==> src/pfs_consts.vh <==
`ifndef PFS_CONSTS_VH
`define PFS_CONSTS_VH

// ==========================================================
// clock and timing
`define PFS_CLK_KHZ 25000
`define PFS_FILT_US 20
`define PFS_FILT_CYC ((`PFS_FILT_US * `PFS_CLK_KHZ + 999) / 1000)
`define PFS_TLIM_MS 10
`define PFS_TLIM_CYC (`PFS_TLIM_MS * `PFS_CLK_KHZ)
`define PFS_TOUT_MS 100
`define PFS_TOUT_CYC (`PFS_TOUT_MS * `PFS_CLK_KHZ)
`define PFS_RDLY_MS 10
`define PFS_RDLY_CYC (`PFS_RDLY_MS * `PFS_CLK_KHZ)

// ==========================================================
// register byte offsets
`define PFS_ADR_STATUS 8'h00
`define PFS_ADR_IRQ_STATUS 8'h04
`define PFS_ADR_IRQ_CLEAR 8'h08
`define PFS_ADR_IRQ_ENABLE 8'h0c

// ==========================================================
// interrupt event bit positions
`define PFS_EV_OV 0
`define PFS_EV_UV 1
`define PFS_EV_OC 2
`define PFS_EV_SC 3
`define PFS_EV_OT 4
`define PFS_EV_PG 5
`define PFS_EV_W 6

// ==========================================================
// status register fields and reset values
`define PFS_ST_STATE_LSB 0
`define PFS_ST_OV 8
`define PFS_ST_UV 9
`define PFS_ST_PG 10
`define PFS_ST_CODE_LSB 12
`define PFS_ST_SELECT_A_LSB 16
`define PFS_IRQ_EN_RST 6'h00
`define PFS_CODE_RST 4'h0

`endif

==> src/pfs_supervisor.v <==
`timescale 1ns/1ps
`default_nettype none
`include "pfs_consts.vh"

module pfs_supervisor #(
  parameter [21:0] TLIM_CYC = `PFS_TLIM_CYC,
  parameter [21:0] TOUT_CYC = `PFS_TOUT_CYC,
  parameter [21:0] RDLY_CYC = `PFS_RDLY_CYC
) (
  input wire clk_i,
  input wire rst_i,
  input wire wb_cyc_i,
  input wire wb_stb_i,
  input wire wb_we_i,
  input wire [7:0] wb_adr_i,
  input wire [3:0] wb_sel_i,
  input wire [31:0] wb_dat_i,
  output reg [31:0] wb_dat_o,
  output reg wb_ack_o,
  input wire ov_rise_threshold_i,
  input wire ov_fall_threshold_i,
  input wire uv_fall_threshold_i,
  input wire uv_rise_threshold_i,
  input wire peak_current_limit_i,
  input wire short_circuit_i,
  input wire thermal_trip_threshold_i,
  input wire soft_start_done_i,
  input wire shutdown_n_i,
  input wire standby_n_i,
  input wire [3:0] select_a_i,
  output reg power_good_n_o,
  output reg power_good_oe_o,
  output reg converter_en_o,
  output reg soft_start_o,
  output reg current_limit_o,
  output reg termination_output_en_o,
  output reg reference_en_o,
  output reg discharge_o,
  output reg [9:0] select_a_khz_o,
  output reg irq_o
);

  // ==========================================================
  // state encoding
  localparam [7:0] ST_OFF = 8'h01;
  localparam [7:0] ST_STANDBY_N = 8'h02;
  localparam [7:0] ST_SSTART = 8'h04;
  localparam [7:0] ST_DELAY = 8'h08;
  localparam [7:0] ST_RUN = 8'h10;
  localparam [7:0] ST_LIMIT = 8'h20;
  localparam [7:0] ST_HOT = 8'h40;
  localparam [7:0] ST_RETRY = 8'h80;
  localparam integer FILT_INT = `PFS_FILT_CYC;
  localparam [9:0] FILT_CYC = FILT_INT[9:0];

  // ==========================================================
  // input synchronisers: every pin but the wishbone bus passes two flops first
  reg [13:0] sync1_r;
  reg [13:0] sync2_r;
  wire [13:0] pins = {select_a_i, standby_n_i, shutdown_n_i, soft_start_done_i,
    thermal_trip_threshold_i, short_circuit_i, peak_current_limit_i,
    uv_rise_threshold_i, uv_fall_threshold_i, ov_fall_threshold_i, ov_rise_threshold_i};

  always @(posedge clk_i)
  begin
    if (rst_i)
    begin
      sync1_r <= 14'h0000;
      sync2_r <= 14'h0000;
    end
    else
    begin
      sync1_r <= pins;
      sync2_r <= sync1_r;
    end
  end

  wire ov_hi = sync2_r[0];
  wire ov_rel = sync2_r[1];
  wire uv_lo = sync2_r[2];
  wire uv_rel = sync2_r[3];
  wire ilim = sync2_r[4];
  wire short_s = sync2_r[5];
  wire hot = sync2_r[6];
  wire ss_done = sync2_r[7];
  wire sd_n = sync2_r[8];
  wire sb_n = sync2_r[9];
  wire [3:0] sel_code = sync2_r[13:10];

  // ==========================================================
  // voltage fault filters, channel 0 overvoltage, channel 1 undervoltage
  wire [1:0] trip_in = {uv_lo, ov_hi};
  wire [1:0] rel_in = {uv_rel, ov_rel};
  wire [1:0] qual;
  reg [1:0] fault_r;
  reg [1:0] fault_nxt;
  genvar g;
  generate
    for (g = 0; g < 2; g = g + 1)
    begin : g_filt
      reg [9:0] fcnt_r;
      always @(posedge clk_i)
      begin
        if (rst_i || !trip_in[g])
          fcnt_r <= 10'h000;
        else if (fcnt_r != FILT_CYC)
          fcnt_r <= fcnt_r + 10'h001;
      end
      assign qual[g] = (fcnt_r == FILT_CYC);
    end
  endgenerate

  always @*
  begin
    fault_nxt = (fault_r & ~rel_in) | qual;
  end

  // ==========================================================
  // sequencer
  reg [7:0] state_r;
  reg [7:0] state_nxt;
  reg [21:0] cnt_r;
  reg [3:0] code_r;
  reg [3:0] code_nxt;
  wire conv_on = state_r == ST_SSTART || state_r == ST_DELAY ||
    state_r == ST_RUN || state_r == ST_LIMIT;

  always @*
  begin
    state_nxt = state_r;
    code_nxt = code_r;
    case (state_r)
      ST_OFF:
      begin
        // host enable starts a soft start
        if (sd_n && sb_n)
        begin
          state_nxt = ST_SSTART;
          code_nxt = sel_code;
        end
        else if (sd_n)
          state_nxt = ST_STANDBY_N;
      end
      ST_STANDBY_N:
      begin
        if (!sd_n)
          state_nxt = ST_OFF;
        else if (sb_n)
        begin
          state_nxt = ST_SSTART;
          code_nxt = sel_code;
        end
      end
      ST_HOT:
      begin
        // hold off until the hysteretic flag clears
        if (!hot)
          state_nxt = ST_RETRY;
      end
      ST_RETRY:
      begin
        if (cnt_r >= TOUT_CYC - 22'h000001)
          state_nxt = ST_SSTART;
      end
      ST_SSTART:
      begin
        if (ss_done)
          state_nxt = ST_DELAY;
      end
      ST_DELAY:
      begin
        if (cnt_r >= RDLY_CYC - 22'h000001)
          state_nxt = ST_RUN;
      end
      ST_RUN:
      begin
        if (ilim)
          state_nxt = ST_LIMIT;
      end
      ST_LIMIT:
      begin
        if (!ilim)
          state_nxt = ST_RUN;
        else if (cnt_r >= TLIM_CYC - 22'h000001)
          state_nxt = ST_RETRY;
      end
      default:
        state_nxt = ST_OFF;
    endcase
    // short and thermal outrank the per-state moves above
    if (state_r != ST_OFF && state_r != ST_STANDBY_N)
    begin
      if (hot)
        state_nxt = ST_HOT;
      // short circuit turns off at once, no limit timer
      else if (short_s && conv_on)
        state_nxt = ST_RETRY;
    end
    // host controls win over everything
    if (!sd_n)
      state_nxt = ST_OFF;
    else if (!sb_n)
      state_nxt = ST_STANDBY_N;
  end

  // sixteen equal bands, top band is 200 kHz, ground is 1000 kHz
  function [9:0] select_a_of;
    input [3:0] c;
    begin
      case (c)
        4'hf: select_a_of = 10'h0c8;
        4'he: select_a_of = 10'h0fd;
        4'hd: select_a_of = 10'h133;
        4'hc: select_a_of = 10'h168;
        4'hb: select_a_of = 10'h19d;
        4'ha: select_a_of = 10'h1d2;
        4'h9: select_a_of = 10'h208;
        4'h8: select_a_of = 10'h23d;
        4'h7: select_a_of = 10'h273;
        4'h6: select_a_of = 10'h2a8;
        4'h5: select_a_of = 10'h2dd;
        4'h4: select_a_of = 10'h313;
        4'h3: select_a_of = 10'h348;
        4'h2: select_a_of = 10'h37d;
        4'h1: select_a_of = 10'h3b3;
        default: select_a_of = 10'h3e8;
      endcase
    end
  endfunction

  // power good only in regulation and with no voltage fault pending
  wire pg_good_nxt = (state_nxt == ST_RUN || state_nxt == ST_LIMIT) && (fault_nxt == 2'b00);

  // ==========================================================
  // interrupt events
  reg [5:0] irq_stat_r;
  reg [5:0] irq_en_r;
  reg [5:0] ev;
  always @*
  begin
    ev = 6'h00;
    ev[`PFS_EV_OV] = fault_nxt[0] && !fault_r[0];
    ev[`PFS_EV_UV] = fault_nxt[1] && !fault_r[1];
    // a short while limiting is a short-circuit shutdown, not a timer expiry
    ev[`PFS_EV_OC] = state_r == ST_LIMIT && state_nxt == ST_RETRY && !short_s;
    ev[`PFS_EV_SC] = conv_on && state_nxt == ST_RETRY && short_s;
    ev[`PFS_EV_OT] = state_nxt == ST_HOT && state_r != ST_HOT;
    ev[`PFS_EV_PG] = pg_good_nxt && power_good_n_o;
  end

  // ==========================================================
  // wishbone slave, one wait state: ack one cycle after the strobe
  wire bus_req = wb_cyc_i && wb_stb_i && !wb_ack_o;
  wire wr_clr = bus_req && wb_we_i && wb_sel_i[0] && wb_adr_i == `PFS_ADR_IRQ_CLEAR;
  wire wr_en = bus_req && wb_we_i && wb_sel_i[0] && wb_adr_i == `PFS_ADR_IRQ_ENABLE;
  wire [5:0] clr_mask = wr_clr ? wb_dat_i[5:0] : 6'h00;
  wire [5:0] irq_stat_nxt = (irq_stat_r & ~clr_mask) | ev;
  wire [5:0] irq_en_nxt = wr_en ? wb_dat_i[5:0] : irq_en_r;
  reg [31:0] rd_data;
  always @*
  begin
    rd_data = 32'h00000000;
    case (wb_adr_i)
      `PFS_ADR_STATUS:
      begin
        rd_data[`PFS_ST_STATE_LSB +: 8] = state_r;
        rd_data[`PFS_ST_OV] = fault_r[0];
        rd_data[`PFS_ST_UV] = fault_r[1];
        rd_data[`PFS_ST_PG] = !power_good_n_o;
        rd_data[`PFS_ST_CODE_LSB +: 4] = code_r;
        rd_data[`PFS_ST_SELECT_A_LSB +: 10] = select_a_khz_o;
      end
      `PFS_ADR_IRQ_STATUS: rd_data[5:0] = irq_stat_r;
      `PFS_ADR_IRQ_ENABLE: rd_data[5:0] = irq_en_r;
      default: rd_data = 32'h00000000;
    endcase
  end

  // ==========================================================
  // registers and outputs
  always @(posedge clk_i)
  begin
    if (rst_i)
    begin
      state_r <= ST_OFF;
      cnt_r <= 22'h000000;
      code_r <= `PFS_CODE_RST;
      fault_r <= 2'b00;
      irq_stat_r <= 6'h00;
      irq_en_r <= `PFS_IRQ_EN_RST;
      wb_ack_o <= 1'b0;
      wb_dat_o <= 32'h00000000;
      power_good_n_o <= 1'b1;
      power_good_oe_o <= 1'b0;
      converter_en_o <= 1'b0;
      soft_start_o <= 1'b0;
      current_limit_o <= 1'b0;
      termination_output_en_o <= 1'b0;
      reference_en_o <= 1'b0;
      discharge_o <= 1'b1;
      select_a_khz_o <= 10'h3e8;
      irq_o <= 1'b0;
    end
    else
    begin
      state_r <= state_nxt;
      cnt_r <= (state_nxt != state_r) ? 22'h000000 : cnt_r + 22'h000001;
      code_r <= code_nxt;
      fault_r <= fault_nxt;
      // set wins over clear for events in the clearing cycle
      irq_stat_r <= irq_stat_nxt;
      irq_en_r <= irq_en_nxt;
      irq_o <= |(irq_stat_nxt & irq_en_nxt);
      wb_ack_o <= bus_req;
      wb_dat_o <= bus_req ? rd_data : 32'h00000000;
      // power good returns once a retry reaches regulation
      power_good_n_o <= !pg_good_nxt;
      power_good_oe_o <= pg_good_nxt;
      soft_start_o <= state_nxt == ST_SSTART && state_r != ST_SSTART;
      converter_en_o <= state_nxt == ST_SSTART || state_nxt == ST_DELAY ||
        state_nxt == ST_RUN || state_nxt == ST_LIMIT;
      current_limit_o <= state_nxt == ST_LIMIT;
      // standby floats termination, reference stays active
      termination_output_en_o <= state_nxt == ST_SSTART || state_nxt == ST_DELAY ||
        state_nxt == ST_RUN || state_nxt == ST_LIMIT;
      reference_en_o <= state_nxt != ST_OFF;
      discharge_o <= state_nxt == ST_OFF;
      select_a_khz_o <= select_a_of(code_nxt);
    end
  end

endmodule
`default_nettype wire

==> config.mk <==
export PLATFORM = sky130hd
export DESIGN_NAME = pfs_supervisor
export DESIGN_NICKNAME = d
export VERILOG_FILES = /design/src/pfs_supervisor.v
export VERILOG_INCLUDE_DIRS = /design/src
export SDC_FILE = /design/constraint.sdc
export NUM_CORES = 1
export LEC_CHECK = 0
export ABC_AREA = 1
export BUFFER_PORTS_ARGS = -buffer_cell sky130_fd_sc_hd__buf_2
export CAP_MARGIN = 20
export CORE_MARGIN = 3
export CORE_UTILIZATION = 50
export CTS_CLUSTER_DIAMETER = 120
export CTS_CLUSTER_SIZE = 16
export DETAILED_ROUTE_END_ITERATION = 8
export PLACE_DENSITY = 0.81
export SLEW_MARGIN = 20
export SYNTH_ARGS = -nofsm -noshare
export SYNTH_HDL_FRONTEND = slang
export SYNTH_SLANG_ARGS = --single-unit
==> constraint.sdc <==
create_clock -name clk_i -period 2.3 [get_ports clk_i]
set_clock_uncertainty 0.1 [all_clocks]
set_input_delay 0.115 -clock clk_i [delete_from_list [all_inputs] [get_ports clk_i]]
set_output_delay 0.115 -clock clk_i [all_outputs]
set_load 0.005 [all_outputs]
==> flow_metrics.tcl <==
set metrics [dict create \
    grt_antenna_before_repair 0 \
    buffer_ports.inserted 78 \
    final_nets 1064 \
    power_density_mw_per_mm2 708 \
    detailedRoute.firstIterationViolations 345 \
    maxCapViolations 0 \
    grt_pass1_wl_mm 22.7 \
    area_growth_synth_to_finish_pct 28.6 \
    worst_setup_hold_path_clk_slew_ps 60 \
    setup.reg_to_reg.worst_slack_ps 100 \
    first_global_vias 5239 \
    worstSetupStartpointType "register" \
    die_w_um 117 \
    core_area_mm2 0.0121 \
    standard_cell_row_count 40 \
    synth.distinct_cells 42 \
    maximum_frequency_from_static_timing_analysis_ghz 0.454 \
    route.vias.total 5585 \
    initial_utilization_pct 51.4 \
    pin_count_of_the_biggest_net_entering_global_routing 49 \
    finalHoldViolCount 0 \
    endpoint_kind "register" \
    die-area_mm2 0.0138 \
    tightestPinTransition_ps 552 \
    post-route-util_pct 66.1 \
    cts_sinks 140 \
    route.antenna.remaining_nets 0 \
    ys_warn_count 0 \
    cp_data_required_time_ps 2560 \
    tritoncts "yes" \
    synthCells 847 \
    dpl.hpwl_mm 9.48 \
    worst_skew_pair_latency_ps 420 \
    class_of_the_worst_hold_path "input pin to register" \
    gr-total-overflow 0 \
    vias_per_cell 4.78 \
    synth-seq-cells 140 \
    min_period_over_period_pct 95.7 \
    power.leakage_nw 3.69 \
    num_antenna_cells 0 \
    instances_no_fill 1169 \
    timing.final.ws_setup_ps 99.6 \
    design.portCount 115 \
    remaining_drc_errors 0 \
    cts_max_path_buffers 2 \
    layout_commonest_cell "sky130_fd_sc_hd__inv_1" \
    total_count_of_max_transition_violations_in_the_final_report 0 \
    grt_setup_unrepaired "yes" \
    post_synth.cell_area_avg_um2 7.32 \
    finalWeightedCongestion 0.934 \
    root_buffer_selected_by_cts "sky130_fd_sc_hd__clkbuf_16" \
    die_height_um 117 \
    max_slew_margin_pct 62.9 \
    yosysTopAreaCell "sky130_fd_sc_hd__dfxtp_1" \
    synth_area_mm2 0.00620 \
    layout.cells.most_common_list "164 x sky130_fd_sc_hd__inv_1, 135 x sky130_fd_sc_hd__nor2_1, 130 x sky130_fd_sc_hd__dfxtp_1" \
    setup_slack_placement_ps 14.8 \
    run_status "completed" \
    final_layout_size_suffix_gt1_share_pct 22.4 \
    crit_type "register to register" \
    tritoncts.num_buffers 17 \
    ir_drop_mv 0.563 \
    wl_per_cell_um 11.8 \
    grt_util_all_layers_pct 20.1 \
    sequential_fraction_of_the_synthesis_area_pct 45.2 \
    number_of_placed_cells_counting_well_taps 1111 \
    setup_violations 0 \
    routed_wl_mm 13.8 \
    cts-htree-levels 4 \
    fillcell_total 961 \
    crit_path_max_fanout 22 \
    synth_largest_type_area_fraction_pct 45.2 \
    drt-pass1-iter-count 7 \
    period_minus_slack_ps 2200 \
    crit_arrival_ps 2460 \
    post_synth_main_area_contributors "sky130_fd_sc_hd__dfxtp_1 45%, sky130_fd_sc_hd__inv_1 10%, sky130_fd_sc_hd__nor2_1 8.6%, sky130_fd_sc_hd__nand2_1 7.2%, sky130_fd_sc_hd__o21ai_0 3.2%" \
]
-- area by class of cell --
type                       instances  area (um^2)  area share (%)
multi-input combinational        521         2760            34.6
sequential                       140         2820            35.3
timing repair buffer             136          901            11.3
inverter                         173          654            8.21
clock buffer                      21          470            5.90
tap                              168          210            2.64
clock inverter                    10          163            2.04
-- per-stage QoR --
stage          TNS, ps  power [W]  hold WS [ps]  instance area (um^2)
6_report             0    0.00565          74.7                  7970
5_1_grt          -1640    0.00584           126                  7970
4_1_cts              0    0.00569          56.9                  7840
3_5_place_dp         0    0.00276           223                  6960
3_3_place_gp         0    0.00275           220                  6960
2_1_floorplan        0    0.00268           122                  6230
-- report_power, final --
part	internal (W)	leakage [nW]	switching [W]	total, W
registers	0.00247	1.14	0.0000206	0.00249
logic	0.000112	2.24	0.000147	0.000259
clock network	0.00189	0.306	0.00100	0.00290
-- routing by layer --
metal | share of wire [%] | wire length [um] | global-route usage, %
met1 | 45 | 6170 | 23.7
met2 | 48 | 6620 | 33.5
met3 | 4.4 | 606 | 5.98
met4 | 2.6 | 352 | 9.90
met5 | 0 | 0 | 0
-- flip-flops by register name (all words and copies together), names as in the netlist --
name,cells
g_filt.fcnt_r,20
wb_ack_o,1
irq_o,1
wb_dat_o,25
state_r,8
cnt_r,22
code_r,4
sync2_r,14
reference_en_o,1
current_limit_o,1
fault_r,2
irq_en_r,6
power_good_oe_o,1
sync1_r,14
irq_stat_r,6
soft_start_o,1
termination_output_en_o,1
power_good_n_o,1
select_a_khz_o,10
discharge_o,1
-- worst paths after layout --
kind / from / endpoint / depth (start not counted)
hold / removal: wb_adr_i[4] / wb_dat_o[2]$_SDFF_PP0_ / 6
setup / recovery: state_r[5]$_SDFF_PP0_ / cnt_r[17]$_SDFF_PP0_ / 15
hold reg to reg: sync1_r[7]$_SDFF_PP0_ / sync2_r[7]$_SDFF_PP0_ / 2
setup reg to reg: state_r[5]$_SDFF_PP0_ / cnt_r[17]$_SDFF_PP0_ / 15
-- timing repair --
action / 4_1_cts / 5_1_grt
hold buffers: 25 / 0
gates resized for setup: 1 / 40
gates cloned: 0 / 0
buffers inserted: 0 / 2
endpoints found under the hold margin: 27 / 0
setup endpoints to repair: 1 / 36
pin swaps: 0 / 3
-- worst max-delay path, stage by stage (launching register included) --
cell and delay, ps:
sky130_fd_sc_hd__dfxtp_2 350, sky130_fd_sc_hd__nor2_4 170, sky130_fd_sc_hd__buf_4 130, sky130_fd_sc_hd__nand4_1 170, sky130_fd_sc_hd__nand2_1 120, sky130_fd_sc_hd__nor2_1 60, sky130_fd_sc_hd__nand2_2 80, sky130_fd_sc_hd__nand3_4 100
sky130_fd_sc_hd__inv_6 100, sky130_fd_sc_hd__nand2_1 70, sky130_fd_sc_hd__a21oi_2 110, sky130_fd_sc_hd__nand3_1 90, sky130_fd_sc_hd__nor2_2 100, sky130_fd_sc_hd__nand3_2 90, sky130_fd_sc_hd__buf_12 180, sky130_fd_sc_hd__nor2_1 80
-- cell usage after synthesis (all sizes together) --
master and number:
buf 11, conb 1, ha 12, a41oi 1, a31oi 6, a21oi 31
clkbuf 8, nor2 170, a311oi 1, nor3 24, nand3b 4, a211oi 1
xor2 19, nor4 6, a22oi 1, o32ai 2, o221ai 5, nand4 17
xnor2 6, nand2 125, o2bb2ai 1, inv 172, dfxtp 140, and2 1
o21bai 1, clkinv 1, or2 2, o21ai 43, nand3 35
-- cells by family after synthesis --
group / synth area share, %
other cells: 0.0605
buf+inv: 12.4
xor+xnor: 3.53
flops: 45.2
fa+ha+maj: 2.42
simple gates: 27.9
compound gates: 8.48
Note: power is estimated with default switching activity, not from simulation.
